`config.mk`:
```
export PLATFORM = sky130hd
export DESIGN_NAME = ahs_master_end_flat
export DESIGN_NICKNAME = d
export VERILOG_FILES = /design/src/core/ahs_pkg.sv /design/src/core/ahs_if.sv /design/src/core/ahs_master_end.sv /design/src/flat_wrapper.sv
export VERILOG_INCLUDE_DIRS = /design/src /design/src/core
export SDC_FILE = /design/constraint.sdc
export NUM_CORES = 1
export LEC_CHECK = 0
export BUFFER_PORTS_ARGS = -buffer_cell sky130_fd_sc_hd__buf_2
export CAP_MARGIN = 25
export CORE_MARGIN = 4
export CORE_UTILIZATION = 52
export DETAILED_ROUTE_END_ITERATION = 7
export GPL_TIMING_DRIVEN = 0
export PLACE_DENSITY = 0.83
export RECOVER_POWER = 50
export SYNTH_ARGS = -nofsm -noshare
export SYNTH_HDL_FRONTEND = slang
export SYNTH_SLANG_ARGS = --single-unit
export TNS_END_PERCENT = 10
```
`constraint.sdc`:
```
create_clock -name clk -period 2.9 [get_ports clk]
set_input_delay 0.29 -clock clk [delete_from_list [all_inputs] [get_ports clk]]
set_output_delay 0.29 -clock clk [all_outputs]
set_load 0.05 [all_outputs]
```
`src/core/ahs_map.svh`:
```
`ifndef AHS_MAP_SVH
`define AHS_MAP_SVH
// Behaviour
// - HTRANS codes IDLE 00 BUSY 01 NONSEQ 10 SEQ 11
// - SEQ beats repeat previous control
// - SEQ address is previous plus size
// - Wrapping bursts exist but never issued
// - First beat and singles are NONSEQ
// - Granted master without work drives IDLE
// - Slave answers IDLE zero-wait OKAY
// - BUSY may pause a running burst
// - BUSY already shows next beat
// - Announced beat after BUSY always follows
// - Slave answers BUSY zero-wait OKAY
// - HBURST only SINGLE or INCR
// - Bursts are undefined-length incrementing
// - Bursts never cross 1 Kbyte boundary
// - Single may be one-beat INCR
// - Every beat aligned to its size
// - Slave stalls with HREADY low
// - HREADY low extends, high completes
// - Sizes only byte, halfword, word
`define AHS_TRANS_IDLE   2'h0
`define AHS_TRANS_BUSY   2'h1
`define AHS_TRANS_NONSEQ 2'h2
`define AHS_TRANS_SEQ    2'h3
`define AHS_BURST_SINGLE 3'h0
`define AHS_BURST_INCR   3'h1
`define AHS_SIZE_BYTE    3'h0
`define AHS_SIZE_HALF    3'h1
`define AHS_SIZE_WORD    3'h2
`define AHS_KB_MSB       9
`define AHS_RESP_OKAY    2'h0
`define AHS_SLV_WAITS    2'h1
`endif

```
`src/core/ahs_pkg.sv`:
```
`default_nettype none
package ahs_pkg;
  typedef logic [1:0]  ahs_trans_t;
  typedef logic [2:0]  ahs_size_t;
  typedef logic [31:0] ahs_addr_t;
  typedef enum logic [1:0] {
    AHS_IDLE,
    AHS_RUN,
    AHS_PAUSE
  } ahs_mst_e;
endpackage
`default_nettype wire

```
`src/core/ahs_if.sv`:
```
`default_nettype none
interface ahs_if (
  input wire logic clk,
  input wire logic rst_n
);
  logic [31:0] haddr;
  logic [1:0]  htrans;
  logic [2:0]  hburst;
  logic [2:0]  hsize;
  logic        hwrite;
  logic        hready;
  logic [1:0]  hresp;
  modport mst (
    input  clk, rst_n, hready, hresp,
    output haddr, htrans, hburst, hsize, hwrite
  );
  modport slv (
    input  clk, rst_n, haddr, htrans, hburst, hsize, hwrite,
    output hready, hresp
  );
endinterface
`default_nettype wire

```
`src/core/ahs_master_end.sv`:
```
`include "ahs_map.svh"
`default_nettype none
module ahs_master_end
  import ahs_pkg::*;
(
  // Clock and reset
  input  wire logic        clk,
  input  wire logic        rst_n,
  // Bus
  ahs_if.mst               bus,
  // Request: a run of beats starting at req_addr aligned down to the beat size
  input  wire logic        req_valid,
  input  wire logic [31:0] req_addr,
  input  wire logic [2:0]  req_size,
  input  wire logic        req_write,
  input  wire logic [7:0]  req_beats,
  input  wire logic        stall,
  output logic             req_ready,
  // Status
  output logic             busy_o
);
  ahs_mst_e    st_r;
  logic [31:0] addr_r;
  logic [1:0]  trans_r;
  logic [2:0]  burst_r;
  logic [2:0]  size_r;
  logic        write_r;
  logic [7:0]  left_r;

  function automatic logic [31:0] step(input logic [2:0] sz);
    case (sz)
      `AHS_SIZE_HALF: step = 32'h2;
      `AHS_SIZE_WORD: step = 32'h4;
      default:        step = 32'h1;
    endcase
  endfunction

  function automatic logic [2:0] legal_size(input logic [2:0] sz);
    legal_size = (sz > `AHS_SIZE_WORD) ? `AHS_SIZE_WORD : sz;
  endfunction

  function automatic logic [31:0] align(input logic [31:0] a,
                                        input logic [2:0] sz);
    case (sz)
      `AHS_SIZE_HALF: align = {a[31:1], 1'b0};
      `AHS_SIZE_WORD: align = {a[31:2], 2'h0};
      default:        align = a;
    endcase
  endfunction

  logic [2:0]  rsz_w;
  logic [31:0] next_addr_w;
  logic        cross_w;
  logic        more_w;
  logic        adv_w;
  logic        take_w;
  logic        edge_w;

  assign rsz_w       = legal_size(req_size);
  assign next_addr_w = addr_r + step(size_r);
  // Next beat would leave the current 1 Kbyte region
  assign cross_w     = next_addr_w[31:`AHS_KB_MSB+1] !=
                       addr_r[31:`AHS_KB_MSB+1];
  assign more_w      = left_r != 8'h0;
  // Next beat opens a fresh 1 Kbyte region
  assign edge_w      = (st_r == AHS_RUN) ? cross_w
                       : (addr_r[`AHS_KB_MSB:0] == 10'h0);
  assign adv_w       = bus.hready;
  assign req_ready   = adv_w & (st_r == AHS_IDLE |
                       (st_r == AHS_RUN & ~more_w));
  assign take_w      = req_valid & req_ready & (req_beats != 8'h0);
  assign busy_o      = st_r != AHS_IDLE;

  assign bus.haddr  = addr_r;
  assign bus.htrans = trans_r;
  assign bus.hburst = burst_r;
  assign bus.hsize  = size_r;
  assign bus.hwrite = write_r;

  always_ff @(posedge clk or negedge rst_n) begin
    if (!rst_n) begin
      st_r    <= AHS_IDLE;
      addr_r  <= 32'h0;
      trans_r <= `AHS_TRANS_IDLE;
      burst_r <= `AHS_BURST_SINGLE;
      size_r  <= `AHS_SIZE_BYTE;
      write_r <= 1'b0;
      left_r  <= 8'h0;
    end else if (adv_w) begin
      if (take_w) begin
        // Fresh burst always opens NONSEQ at an aligned address
        st_r    <= AHS_RUN;
        addr_r  <= align(req_addr, rsz_w);
        trans_r <= `AHS_TRANS_NONSEQ;
        burst_r <= (req_beats == 8'h1) ? `AHS_BURST_SINGLE
                                       : `AHS_BURST_INCR;
        size_r  <= rsz_w;
        write_r <= req_write;
        left_r  <= req_beats - 8'h1;
      end else begin
        case (st_r)
          AHS_RUN, AHS_PAUSE: begin
            if (!more_w) begin
              st_r    <= AHS_IDLE;
              trans_r <= `AHS_TRANS_IDLE;
            end else begin
              // BUSY already carries the next beat; no cancel path
              addr_r  <= (st_r == AHS_RUN) ? next_addr_w
                                           : addr_r;
              st_r    <= stall ? AHS_PAUSE : AHS_RUN;
              left_r  <= stall ? left_r : left_r - 8'h1;
              if (stall) begin
                // BUSY at a region edge would stretch the burst across it
                trans_r <= edge_w ? `AHS_TRANS_IDLE
                                  : `AHS_TRANS_BUSY;
              end else if (edge_w) begin
                trans_r <= `AHS_TRANS_NONSEQ;
              end else begin
                trans_r <= `AHS_TRANS_SEQ;
              end
              if (st_r == AHS_RUN && cross_w) begin
                // Continue past boundary as a new burst
                burst_r <= `AHS_BURST_INCR;
              end
            end
          end
          default: begin
            st_r    <= AHS_IDLE;
            trans_r <= `AHS_TRANS_IDLE;
          end
        endcase
      end
    end
  end
endmodule
`default_nettype wire

```
`src/flat_wrapper.sv`:
```
// flat-port wrapper written by rule: the top's interface ports become plain ports
module ahs_master_end_flat import ahs_pkg::*;
  (clk, rst_n, req_valid, req_addr, req_size, req_write, req_beats, stall, req_ready, busy_o, bus_hready, bus_hresp, bus_haddr, bus_htrans, bus_hburst, bus_hsize, bus_hwrite);
  ahs_if bus_i (.clk(clk), .rst_n(rst_n));
  input  wire logic clk;
  input  wire logic rst_n;
  input  wire logic req_valid;
  input  wire logic [31:0] req_addr;
  input  wire logic [2:0] req_size;
  input  wire logic req_write;
  input  wire logic [7:0] req_beats;
  input  wire logic stall;
  output logic req_ready;
  output logic busy_o;
  input wire logic [$bits(bus_i.hready)-1:0] bus_hready;
  input wire logic [$bits(bus_i.hresp)-1:0] bus_hresp;
  output wire logic [$bits(bus_i.haddr)-1:0] bus_haddr;
  output wire logic [$bits(bus_i.htrans)-1:0] bus_htrans;
  output wire logic [$bits(bus_i.hburst)-1:0] bus_hburst;
  output wire logic [$bits(bus_i.hsize)-1:0] bus_hsize;
  output wire logic [$bits(bus_i.hwrite)-1:0] bus_hwrite;
  assign bus_i.hready = bus_hready;
  assign bus_i.hresp = bus_hresp;
  assign bus_haddr = bus_i.haddr;
  assign bus_htrans = bus_i.htrans;
  assign bus_hburst = bus_i.hburst;
  assign bus_hsize = bus_i.hsize;
  assign bus_hwrite = bus_i.hwrite;
  ahs_master_end u_core (.clk(clk), .rst_n(rst_n), .bus(bus_i), .req_valid(req_valid), .req_addr(req_addr), .req_size(req_size), .req_write(req_write), .req_beats(req_beats), .stall(stall), .req_ready(req_ready), .busy_o(busy_o));
endmodule
```
# After elaboration in Yosys (flattened, before gate mapping)
# Index checks and enable logic that the tools add are counted.
# W data, S select, Z words.
dict set report totals {
  inputBits 51
  ff_bits 51
  out_inout_bits 43
  wordCells 68
}
dict set report op_classes {
  n_bitwise 6
  n_mux 27
  magnitude_cmp 1
  n_eq_ne 9
  add_sub_neg 3
  n_reduce_logical 15
}
# op count
set ops {}
lappend ops {{$mux W32} 4}
lappend ops {{$add A32 B3 Y32} 1}
lappend ops {{$mux W8} 4}
lappend ops {{$ne A22 B22 Y1} 1}
lappend ops {{$mux W2} 8}
lappend ops {{$reduce_bool A8 Y1} 2}
lappend ops {{$sub A8 B1 Y8 const B} 2}
lappend ops {{$mux W3} 5}
lappend ops {{$reduce_and A4 Y1} 3}
lappend ops {{$logic_not A10 Y1} 1}
lappend ops {{$reduce_bool A2 Y1} 5}
lappend ops {{$eq A8 B1 Y1 const B} 1}
lappend ops {{$eq A3 B1 Y1 const B} 2}
lappend ops {{$eq A3 B2 Y1 const B} 2}
lappend ops {{$pmux W3 S2} 1}
lappend ops {{$and A1 B1 Y1} 4}
lappend ops {{$mux W1} 4}
lappend ops {{$pmux W2 S2} 1}
lappend ops {{$gt A3 B2 Y1 const B} 1}
lappend ops {{$eq A2 B1 Y1 const B} 1}
lappend ops {{$eq A2 B2 Y1 const B} 1}
lappend ops {{$logic_not A2 Y1} 1}
lappend ops {{$ne A2 B1 Y1 const B} 1}
lappend ops {{$reduce_and A2 Y1} 1}
lappend ops {{4 further kinds} 4}

# Logic depth before layout (Yosys ltp)
# Gate-level depths: netlist of run 1.
dict set report logic_depth {
  word_depth 10
  depth_mapped 11
  depth_no_buf 10
}

# Worst setup path after synthesis of run 1
# Ideal clock, no wire load.
dict set report synth_timing {
  path_kind {flip-flop to flip-flop}
  startpoint {reg u_core.size_r[0], in the netlist u_core.bus.hsize[0]}
  endpoint {reg u_core.addr_r[30], in the netlist u_core.bus.haddr[30]}
  path_buffers 1
  path_slack_ns 0.033
  period_less_slack_ns 2.867
  arrival_time_ns 2.797
  setup_ns 0.070
  required_time_ns 2.830
  stages_incl_launch_ff 12
  cell_sequence {dfrtp_1 > nor3b_1 > nor2_1 > ha_1 > inv_1 > fa_1 > inv_1 > a21oi_1 > or4_1 > buf_2 > or4_1 > nand3_1}
}
dict set report synth_between {
  elab_chain_cells 7
  elab_cells_between_ends 8
  classes_between {add/sub (1); eq/ne (2); mux (5)}
}
# element line_no
set synth_rtl {}
lappend synth_rtl {{from (decl)} ahs_master_end.sv:26} ;# logic [2:0] size_r;
lappend synth_rtl {{from (signal assigned)} ahs_master_end.sv:86} ;# size_r <= `AHS_SIZE_BYTE;
lappend synth_rtl {{from (signal assigned)} ahs_master_end.sv:97} ;# size_r <= rsz_w;
lappend synth_rtl {{$eq A3 B2 Y1 / $eq A3 B1 Y1 (equally long branches)} ahs_master_end.sv:31} ;# case (sz)
lappend synth_rtl {{$pmux W3 S2 *} ahs_master_end.sv:31}
lappend synth_rtl {{$add A32 B3 Y32 *} ahs_master_end.sv:60} ;# assign next_addr_w = addr_r + step(size_r);
lappend synth_rtl {{$mux W32 *} ahs_master_end.sv:108} ;# addr_r <= (st_r == AHS_RUN) ? next_addr_w
lappend synth_rtl {{$mux W32 *} ahs_master_end.sv:103} ;# if (!more_w) begin
lappend synth_rtl {{$mux W32 *} ahs_master_end.sv:101} ;# case (st_r)
lappend synth_rtl {{$mux W32 *} ahs_master_end.sv:90} ;# if (take_w) begin
lappend synth_rtl {{to (signal assigned)} ahs_master_end.sv:93} ;# addr_r <= align(req_addr, rsz_w);
lappend synth_rtl {{to (signal assigned)} ahs_master_end.sv:108}
lappend synth_rtl {{to (decl)} ahs_master_end.sv:23} ;# logic [31:0] addr_r;
# Mark *: on every way between the ends. The rest lies on a longest branch, timed or not. The select of a mux whose other input is x is not followed.
# A chain may end at the register's enable or synchronous reset.

# Final worst setup path of run 1
dict set report layout_timing {
  startpoint {reg u_core.size_r[1], in the netlist u_core.bus.hsize[1]}
  endpoint {reg u_core.addr_r[30], in the netlist u_core.bus.haddr[30]}
}
# Same word-level chain as after synthesis.

==> results of run 1 <==
kinds of logic (layout without fill, tap and decap cells):
group                      count (synthesis)  count (layout)  share of synthesized area
other                                      1               2                    0.00121
muxes                                      6               6                     0.0194
DFF                                       48              48                      0.388
AOI/OAI and AO/OA                         63              63                      0.119
xor gates and xnor gates                  36              36                      0.102
and+or+nand+nor                          158             158                      0.275
buffers and inverters                     34             135                     0.0493
adders and majority gates                 11              11                     0.0468
final timing paths:
path / from / end / slack [ps] / cells past startpoint
setup / recovery: u_core.bus.hsize[1]$_DFFE_PN0P_ / u_core.bus.haddr[30]$_DFFE_PN0P_ / 130 / 11
hold / removal: req_write / u_core.bus.hwrite$_DFFE_PN0P_ / 170 / 3
setup reg to reg: u_core.bus.hsize[1]$_DFFE_PN0P_ / u_core.bus.haddr[30]$_DFFE_PN0P_ / 130 / 11
hold reg to reg: u_core.bus.hwrite$_DFFE_PN0P_ / u_core.bus.hwrite$_DFFE_PN0P_ / 500 / 2
max in group asynchronous: rst_n / u_core.left_r[4]$_DFFE_PN0P_ / 900 / 3
min in group asynchronous: rst_n / u_core.bus.haddr[0]$_DFFE_PN0P_ / 710 / 2
repair_timing:
| item | CTS | global route |
|---|---|---|
| hold buffers | 1 | 0 |
| setup buffers | 0 | 3 |
| setup endpoints to repair | 0 | 19 |
| hold endpoints to repair | 20 | 0 |
| gates resized for setup | 0 | 5 |
per-stage QoR:
| stage | setup TNS (ps) | utilization | std cells |
|---|---|---|---|
| CTS | 0 | 0.664 | 528 |
| finish | 0 | 0.663 | 531 |
| detailed placement | 0 | 0.648 | 520 |
| global placement | 0 | 0.645 | 519 |
| global route | -13.4 | 0.663 | 531 |
| floorplan | 0 | - | 358 |
state kept, by name (all words and copies together), names as in the netlist:
signal / flops
u_core.st_r: 2
u_core.bus.haddr: 32
u_core.bus.hburst: 1
u_core.bus.hwrite: 1
u_core.left_r: 8
u_core.bus.htrans: 1
u_core.bus.hsize: 3
layer usage:
| metal | wire (um) | share of wire |
|---|---|---|
| met4 | 136 | 0.016 |
| met1 | 3640 | 0.43 |
| met2 | 3870 | 0.46 |
| met5 | 0 | 0 |
| met3 | 768 | 0.091 |
where the power goes:
group / internal [uW] / total (uW) / leakage (uW) / switching, uW
registers: 956 / 1330 / 0.000575 / 372
logic: 658 / 2260 / 0.000980 / 1600
clock network: 165 / 392 / 0.0000410 / 228
total: 1780 / 3980 / 0.00160 / 2200
worst max-delay path, cell delays in order (launching register included):
cell,delay (ps)
dfrtp_1,420
nor3b_1,170
nor2_1,100
ha_1,170
inv_1,60
fa_1,400
inv_1,90
a21oi_2,110
or4_1,540
buf_2,180
or4_1,400
nand3_1,80
final cells by class:
class | instances | area, um^2
Fill cell | 495 | 1900
Multi-Input combinational cell | 276 | 1760
Sequential cell | 48 | 1200
Timing Repair Buffer | 94 | 457
Buffer | 21 | 105
Tap cell | 72 | 90.1
Clock buffer | 6 | 72.6
Inverter | 13 | 48.8
Clock inverter | 1 | 5.00
cell usage in the layout, fill, tap and decap left out, types with 3 or more instances in the layout:
cell      synthesis  routed
buf_2             5      73
nand2_1          52      52
dfrtp_1          48      48
clkbuf_1         11      32
xnor2_1          27      27
o21ai_0          27      27
nor2_1           18      18
nand3_1          18      18
a21oi_1          17      16
inv_1            13      13
nor3_1           13      13
nor4_1           13      13
ha_1             10      10
xor2_1            9       9
buf_4             5       8
and2_1            6       6
mux2i_1           6       6
nor3b_1           7       5
or4_1             5       5
clkbuf_8          0       5
nand4_1           4       4
and4_1            4       4
nor4b_1           4       4
a211oi_1          3       3
and3_1            3       3
a21boi_0          3       3
==> run_results.csv, run 1 <==
group,metric,value,unit
outcome,status,"finished, final reports clean",
yosys,synth_seq_cells,48,
sta,worst_slack,128,ps
placement,dp_hpwl,6470,um
route,antenna_left,0,
global_route,grt_pass1_wl,14000,um
worst_setup_path,cp_data_required_time,3140,ps
placement,pre_cts_slack,30.6,ps
global_route,met1_usage,0.318,
global_route,busiest_layer,"met2",
placement,place_area,0.00366,mm^2
finish,final_layout_size_suffix_gt1_frac,0.214,
finish,final_area,0.00374,mm^2
floorplan,pin_count,94,
sta,timing.hold.ws,173,ps
sta,fmax,0.361,GHz
route,dr_total_vias,3025,
yosys,yosysTopAreaCellShare,0.388,
global_route,grtUsageMet2,0.393,
yosys,yosysWarnings,0,
clock_tree,cts_buffers,5,
power,vdd_drop_max,0.596,mV
floorplan,start_util,0.549,
placement,gp_congestion,0.910,
job,max_cap_viol_count,0,
sta,period_needed,2770,ps
route,firstDrtPassIters,4,
floorplan,dieArea,0.00726,mm^2
sta,post-route-period-util,0.956,
clock_tree,root_buffer,"clkbuf_8",
sta,hold_viol,0,
clock_tree,cts_num_sinks,48,
yosys,yosys.area.top_type,"dfrtp_1",
power,total_power,3980,uW
global_route,grt_util_all_layers,0.237,
worst_setup_path,endpoint_kind,"flip-flop",
sta,worst-slew-pin-transition,1100,ps
yosys,synthArstFlopShare,1.00,
route,via_per_inst,5.70,
yosys,synth.avg_cell_area,8.68,um^2
worst_hold_path,hp-class,"in -> reg",
placement,io_buffers,89,
clock_tree,cts.reportedPaths.clkPinSlew,90,ps
worst_setup_path,worstPathMaxFanout,5,
floorplan,die_x,85.2,um
sta,slew_headroom,0.268,
clock_tree,clk_path_buf_depth,2,
yosys,synth_edf_count,0,
worst_setup_path,arrival,3010,ps
route,post-route-drc-count,0,
finish,diodes,0,
yosys,synth_area,0.00310,mm^2
worst_setup_path,start_kind,"flip-flop",
global_route,antenna_found_initial,0,
route,drt_iter0_markers,213,
global_route,grt_start_max_net_pins,29,
yosys,ys_top_cells_by_area,"dfrtp_1 (39%), xnor2_1 (7.6%), nand2_1 (6.3%)",
finish,nNetsFinal,521,
floorplan,fp.dieH,85.2,um
route,drt_wl_total,8410,um
clock_tree,cts_tree,"built",
sta,finalSetupViolCount,0,
global_route,use_met3,0.0495,
clock_tree,h-tree-depth,2,
yosys,yosysSeqAreaShare,0.388,
floorplan,core,0.00564,mm^2
yosys,synthTopCellsByCount,"nand2_1 (52), dfrtp_1 (48), o21ai_0 (27), xnor2_1 (27)",
yosys,yosysUniqueCellTypes,46,
clock_tree,clk_latency,300,ps
finish,syn_to_final_growth,20.8,%
floorplan,num_rows,27,
power,p_per_area,1060,mW/mm^2
global_route,overflow,0,
global_route,grt_pass1_vias,2934,
yosys,synth_flop_cell,"dfrtp_1",
sta,drv_slew,0,
yosys,synthCells,357,
worst_setup_path,path_class,"reg -> reg",
sta,fin_skew,4.44,ps
power,p_leak,0.00160,uW
yosys,yosysMostFrequentCell,"nand2_1",
route,wl_per_cell,15.8,um
Note: power is estimated with default switching activity, not from simulation.
==> inputs of run 2 (changes only) <==
==> constraint.sdc (replaced) <==
create_clock -name clk -period 2.78 [get_ports clk]
set_input_delay 0.278 -clock clk [delete_from_list [all_inputs] [get_ports clk]]
set_output_delay 0.278 -clock clk [all_outputs]
set_load 0.05 [all_outputs]
==> run 2 against run 1 <==
Against the previous run:
- die area is the same
- wire length up 3.5%
- final cell count fell by 0.19%
- highest routed layer unchanged
- hold slack got worse by 11 ps
- register-to-register slack about the same
- via count rose by 1.3%
- sequential share of layout area fell by 0.11 points
- first-iteration DRC count grew 32%
- non-clock buffer count fell by 2
- clock power up 12%
- utilization is 0.44 points higher
- final area is 0.67% higher
==> run_results.csv, run 2 (synthesis gave the netlist of run 1 again) <==
group,metric,value,unit
sta,fin_skew,7.49,ps
finish,diodes,0,
worst_hold_path,hp-class,"in -> reg",
worst_setup_path,cp_data_required_time,3020,ps
worst_setup_path,crit_buf_inv,2,
worst_setup_path,worstPathMaxFanout,5,
global_route,grt_pass1_wl,14300,um
floorplan,core,0.00564,mm^2
clock_tree,clk_latency,310,ps
route,dr_total_vias,3063,
worst_setup_path,path_class,"reg -> reg",
sta,post-route-period-util,0.951,
global_route,grt_util_all_layers,0.242,
clock_tree,cts.reportedPaths.clkPinSlew,80,ps
floorplan,pin_count,94,
finish,largest_reg_flops,32,
finish,final_cell_mix,"buf_2 (72), nand2_1 (52), dfrtp_1 (45)",
sta,drv_slew,0,
job,max_cap_viol_count,0,
sta,finalSetupViolCount,0,
power,switching_share,0.552,
floorplan,start_util,0.549,
placement,place_area,0.00366,mm^2
finish,syn_to_final_growth,21.6,%
route,via_per_inst,5.78,
clock_tree,cts_num_sinks,48,
floorplan,die_x,85.2,um
global_route,grt_start_max_net_pins,31,
clock_tree,cts_buffers,5,
power,p_leak,0.00159,uW
placement,dp_hpwl,6470,um
clock_tree,root_buffer,"clkbuf_8",
global_route,overflow,0,
route,drt_iter0_markers,282,
sta,worst-slew-pin-transition,1010,ps
power,comb_power_share,0.567,
worst_setup_path,endpoint_kind,"flip-flop",
sta,slew_headroom,0.325,
sta,hold_viol,0,
worst_setup_path,worstPathCellList,"nor3b_1 > nor2_1 > ha_2 > inv_1 > fa_2 > inv_2 > a21oi_4 > or4_4 > or4_1 > nand3_1",
worst_setup_path,start_kind,"flip-flop",
worst_setup_path,cpMaxStageDelayCell,"or4_4",
power,vdd_drop_max,0.623,mV
clock_tree,h-tree-depth,2,
clock_tree,clk_path_buf_depth,2,
finish,final_area,0.00377,mm^2
floorplan,fp.dieH,85.2,um
power,pwr-share-seq,0.330,
worst_setup_path,slowest_delay,580,ps
floorplan,num_rows,27,
route,firstDrtPassIters,5,
outcome,status,"finished, final reports clean",
sta,fmax,0.378,GHz
clock_tree,cts_tree,"built",
power,p_switching,2340,uW
placement,io_buffers,89,
route,antenna_left,0,
finish,nNetsFinal,519,
worst_setup_path,arrival,2890,ps
global_route,antenna_found_initial,0,
route,drt_wl_total,8700,um
power,total_power,4230,uW
placement,gp_congestion,0.880,
finish,final_layout_size_suffix_gt1_frac,0.229,
sta,period_needed,2640,ps
global_route,grt_pass1_vias,2948,
power,intPower,1900,uW
route,post-route-drc-count,0,
worst_setup_path,critPathTopFamily,"simple AND/OR/NAND/NOR gates",
power,clkPwrFrac,0.104,
route,wl_per_cell,16.4,um
floorplan,dieArea,0.00726,mm^2
finish,layout_commonest_cell,"buf_2",
power,p_per_area,1120,mW/mm^2
## run 2: cell count changes in the layout (fill, tap and decap cells not counted), sizes merged
cell,change
clkbuf,+2
clkinv,-1
buf,-2
## run 2: stage by stage
stage / TNS, ps / setup WS, ps / hold slack (ps) / utilization / instances
after floorplan: 0 / 27.5 / -17.6 / - / 358
after global placement: -21.6 / -21.6 / 467 / 0.646 / 519
after detailed placement: -228 / -56.2 / 251 / 0.649 / 520
after CTS: 0 / 48.0 / 156 / 0.671 / 530
after global routing: -0.917 / -0.917 / 161 / 0.668 / 530
final: 0 / 136 / 161 / 0.668 / 530
## run 2: power groups by stage
stage	sequential, uW	combinational (uW)	clock, uW
6_report	1400	2400	438
5_1_grt	1430	2580	474
4_1_cts	1370	2390	444
3_5_place_dp	1390	2360	0
3_3_place_gp	1370	2300	0
2_1_floorplan	2110	987	0
## run 2: repair_timing
item	in CTS	in global routing
hold buffers	1	0
setup endpoints to repair	8	32
resized for setup	5	9
pin swaps	1	3
hold endpoints to repair	18	0
buffers inserted	1	1
## run 2: final cells by class
class | count | area (um^2)
plain buffers | 20 | 101
clock buffers | 8 | 90.1
fillers | 501 | 1870
inverters | 13 | 48.8
multi-input cells | 276 | 1780
flip-flops and latches | 48 | 1200
well taps | 72 | 90.1
repair buffers | 93 | 449
## run 2: worst reg2reg max path, cell delays in order, from the launching register on
cell and delay, ps:
dfrtp_2 420, nor3b_1 180, nor2_1 130, ha_2 200, inv_1 60, fa_2 370
inv_2 80, a21oi_4 80, or4_4 580, or4_1 420, nand3_1 80
## run 2: path summary, 6_finish.rpt
path | slack (ps) | from | cells past startpoint | to
max | 140 | u_core.bus.hsize[1]$_DFFE_PN0P_ | 10 | u_core.bus.haddr[30]$_DFFE_PN0P_
min in group asynchronous | 650 | rst_n | 2 | u_core.bus.haddr[2]$_DFFE_PN0P_
min | 160 | req_write | 3 | u_core.bus.hwrite$_DFFE_PN0P_
max reg2reg | 140 | u_core.bus.hsize[1]$_DFFE_PN0P_ | 10 | u_core.bus.haddr[30]$_DFFE_PN0P_
max in group asynchronous | 790 | rst_n | 3 | u_core.bus.hsize[2]$_DFFE_PN0P_
min reg2reg | 500 | u_core.bus.hwrite$_DFFE_PN0P_ | 2 | u_core.bus.hwrite$_DFFE_PN0P_
## run 2: metal layers
layer	global-route usage	part of all wire
met2	0.415	0.49
met4	0.0388	0.0092
met3	0.0437	0.073
met1	0.326	0.43
met5	0	0
==> inputs of run 3 (changes only) <==
--- a/config.mk
+++ b/config.mk
@@ -6,14 +6,17 @@
 export SDC_FILE = /design/constraint.sdc
 export NUM_CORES = 1
 export LEC_CHECK = 0
+export ABC_CLOCK_PERIOD_IN_PS = 2780
 export BUFFER_PORTS_ARGS = -buffer_cell sky130_fd_sc_hd__buf_2
 export CAP_MARGIN = 25
 export CORE_MARGIN = 4
 export CORE_UTILIZATION = 52
 export DETAILED_ROUTE_END_ITERATION = 7
 export GPL_TIMING_DRIVEN = 0
+export MAX_ROUTING_LAYER = met4
 export PLACE_DENSITY = 0.83
 export RECOVER_POWER = 50
+export SKIP_LAST_GASP = 1
 export SYNTH_ARGS = -nofsm -noshare
 export SYNTH_HDL_FRONTEND = slang
 export SYNTH_SLANG_ARGS = --single-unit
==> run 3 against run 2 <==
Against the previous run:
- hold slack hardly changed
- first-iteration DRC count is 38% lower
- utilization is 0.33 points lower
- via count is 2.9% lower
- register-to-register slack worse by 110 ps
- combinational power is 2% lower
- critical path depth is 1 higher
- count of clock-buffer cells in the layout stayed put
- critical path type unchanged
- critical endpoint unchanged
- largest cell class unchanged
- largest power group unchanged
==> run_results.csv, run 3 (synthesis gave the netlist of run 1 again) <==
group,metric,value,unit
finish,final_layout_size_suffix_gt1_frac,0.230,
floorplan,fp.dieH,85.2,um
sta,slew_headroom,0.330,
worst_setup_path,r2r_start,"u_core.bus.hsize[0]$_DFFE_PN0P_",
finish,layout_commonest_cell,"buf_2",
route,firstDrtPassIters,4,
clock_tree,post-cts-setup-buffers,0,
placement,io_buffers,89,
sta,worst-slew-pin-transition,1000,ps
route,drt_iter0_markers,176,
global_route,grt_start_max_net_pins,31,
worst_setup_path,cpMaxStageDelayCell,"or4_1",
floorplan,pin_count,94,
worst_setup_path,arrival,3000,ps
clock_tree,h-tree-depth,2,
floorplan,start_util,0.549,
worst_setup_path,endpoint_kind,"flip-flop",
sta,post-route-period-util,0.990,
route,drt_wl_total,8340,um
worst_setup_path,slowest_delay,550,ps
sta,drv_slew,0,
global_route,antenna_found_initial,0,
finish,nNetsFinal,518,
floorplan,core,0.00564,mm^2
clock_tree,cts_buffers,5,
clock_tree,cts_num_sinks,48,
sta,finalSetupViolCount,0,
worst_hold_path,holdCritStartpoint,"req_write",
worst_setup_path,start_kind,"flip-flop",
global_route,grt_pass1_vias,2894,
sta,period_needed,2750,ps
worst_setup_path,worstPathCellList,"nor3b_2 > nor2_1 > ha_1 > inv_1 > fa_2 > inv_1 > a21oi_2 > or4_1 > buf_4 > or4_1 > nand3_1",
finish,syn_to_final_growth,21.0,%
finish,post-route-util,0.664,
global_route,grt_pass1_wl,13900,um
sta,fin_skew,5.00,ps
clock_tree,root_buffer,"clkbuf_8",
power,vdd_drop_max,0.590,mV
route,antenna_left,0,
sta,fmax,0.363,GHz
worst_setup_path,worstPathMaxFanout,5,
global_route,overflow,0,
worst_setup_path,rrSetupSlack,30,ps
clock_tree,cts_tree,"built",
clock_tree,cts.reportedPaths.clkPinSlew,90,ps
finish,final_area,0.00375,mm^2
worst_setup_path,critPathLaunch,"u_core.bus.hsize[0]$_DFFE_PN0P_",
finish,diodes,0,
finish,final_cell_mix,"buf_2 (78), nand2_1 (52), dfrtp_1 (45)",
placement,place_area,0.00366,mm^2
global_route,grt_util_all_layers,0.244,
route,dr_total_vias,2973,
finish,fill_cells,497,
worst_setup_path,path_class,"reg -> reg",
clock_tree,clk_path_buf_depth,2,
clock_tree,clk_latency,300,ps
floorplan,num_rows,27,
finish,largest_reg_flops,32,
worst_hold_path,hp-class,"in -> reg",
sta,rsz0062_at_grt,"yes",
finish,multi_input_area,0.00177,mm^2
power,p_per_area,1110,mW/mm^2
worst_setup_path,cp_data_required_time,3030,ps
floorplan,dieArea,0.00726,mm^2
outcome,status,"finished, final reports clean",
finish,regArea,0.00120,mm^2
floorplan,die_x,85.2,um
route,post-route-drc-count,0,
sta,hold_viol,0,
placement,gp_congestion,0.889,
route,via_per_inst,5.62,
placement,dp_hpwl,6390,um
job,max_cap_viol_count,0,
route,wl_per_cell,15.8,um
power,p_leak,0.00160,uW
[run 3: routing by layer]
layer | vias to the layer above | track usage | part of all wire
met1 | 1416 | 0.315 | 0.43
met2 | 94 | 0.389 | 0.48
li1 | 1454 | - | -
met5 | - | - | 0
met4 | 0 | 0.0734 | 0.0096
met3 | 9 | 0.0466 | 0.073
[run 3: timing repair]
action,4_1_cts,5_1_grt
setup endpoints to repair,10,32
resized for setup,5,1
hold buffers,1,0
hold endpoints to repair,18,0
[run 3: critical path, delay by kind of cell, from the launching register on]
family                   cells  cell delay [ps]
buffers and inverters        3              330
flip-flops                   1              420
AO/OA/AOI/OAI                1              120
AND/OR/NAND/NOR              5             1300
adder cells (fa/ha/maj)      2              510
[run 3: where the power goes]
group	leakage [uW]	internal (uW)	switching [uW]	total [uW]
clock	0.0000455	203	234	438
sequential	0.000571	1000	388	1390
combinational	0.000984	677	1670	2350
total	0.00160	1880	2290	4170
[run 3: stage by stage]
step	instances	hold slack (ps)	TNS (ps)	total power [uW]	setup WS, ps
floorplan	358	-17.6	0	3100	27.5
global placement	519	466	-18.9	3670	-18.9
detailed placement	520	248	-520	3740	-118
CTS	529	159	0	4200	44.5
global route	529	175	-284	4430	-77.8
finish	529	161	0	4170	26.4
[run 3: worst paths after layout]
path | to | depth (start not counted)
hold / removal | u_core.bus.hwrite$_DFFE_PN0P_ | 3
setup / recovery | u_core.bus.haddr[30]$_DFFE_PN0P_ | 11
hold reg to reg | u_core.bus.hwrite$_DFFE_PN0P_ | 2
min in group asynchronous | u_core.bus.haddr[2]$_DFFE_PN0P_ | 2
max in group asynchronous | u_core.bus.hsize[2]$_DFFE_PN0P_ | 3
setup reg to reg | u_core.bus.haddr[30]$_DFFE_PN0P_ | 11
[run 3: layout make-up]
type	instances	area share
flip-flops and latches	48	0.321
multi-input cells	276	0.471
repair buffers	91	0.118
well taps	72	0.0240
inverters	13	0.0130
clock buffers	8	0.0240
plain buffers	21	0.0287
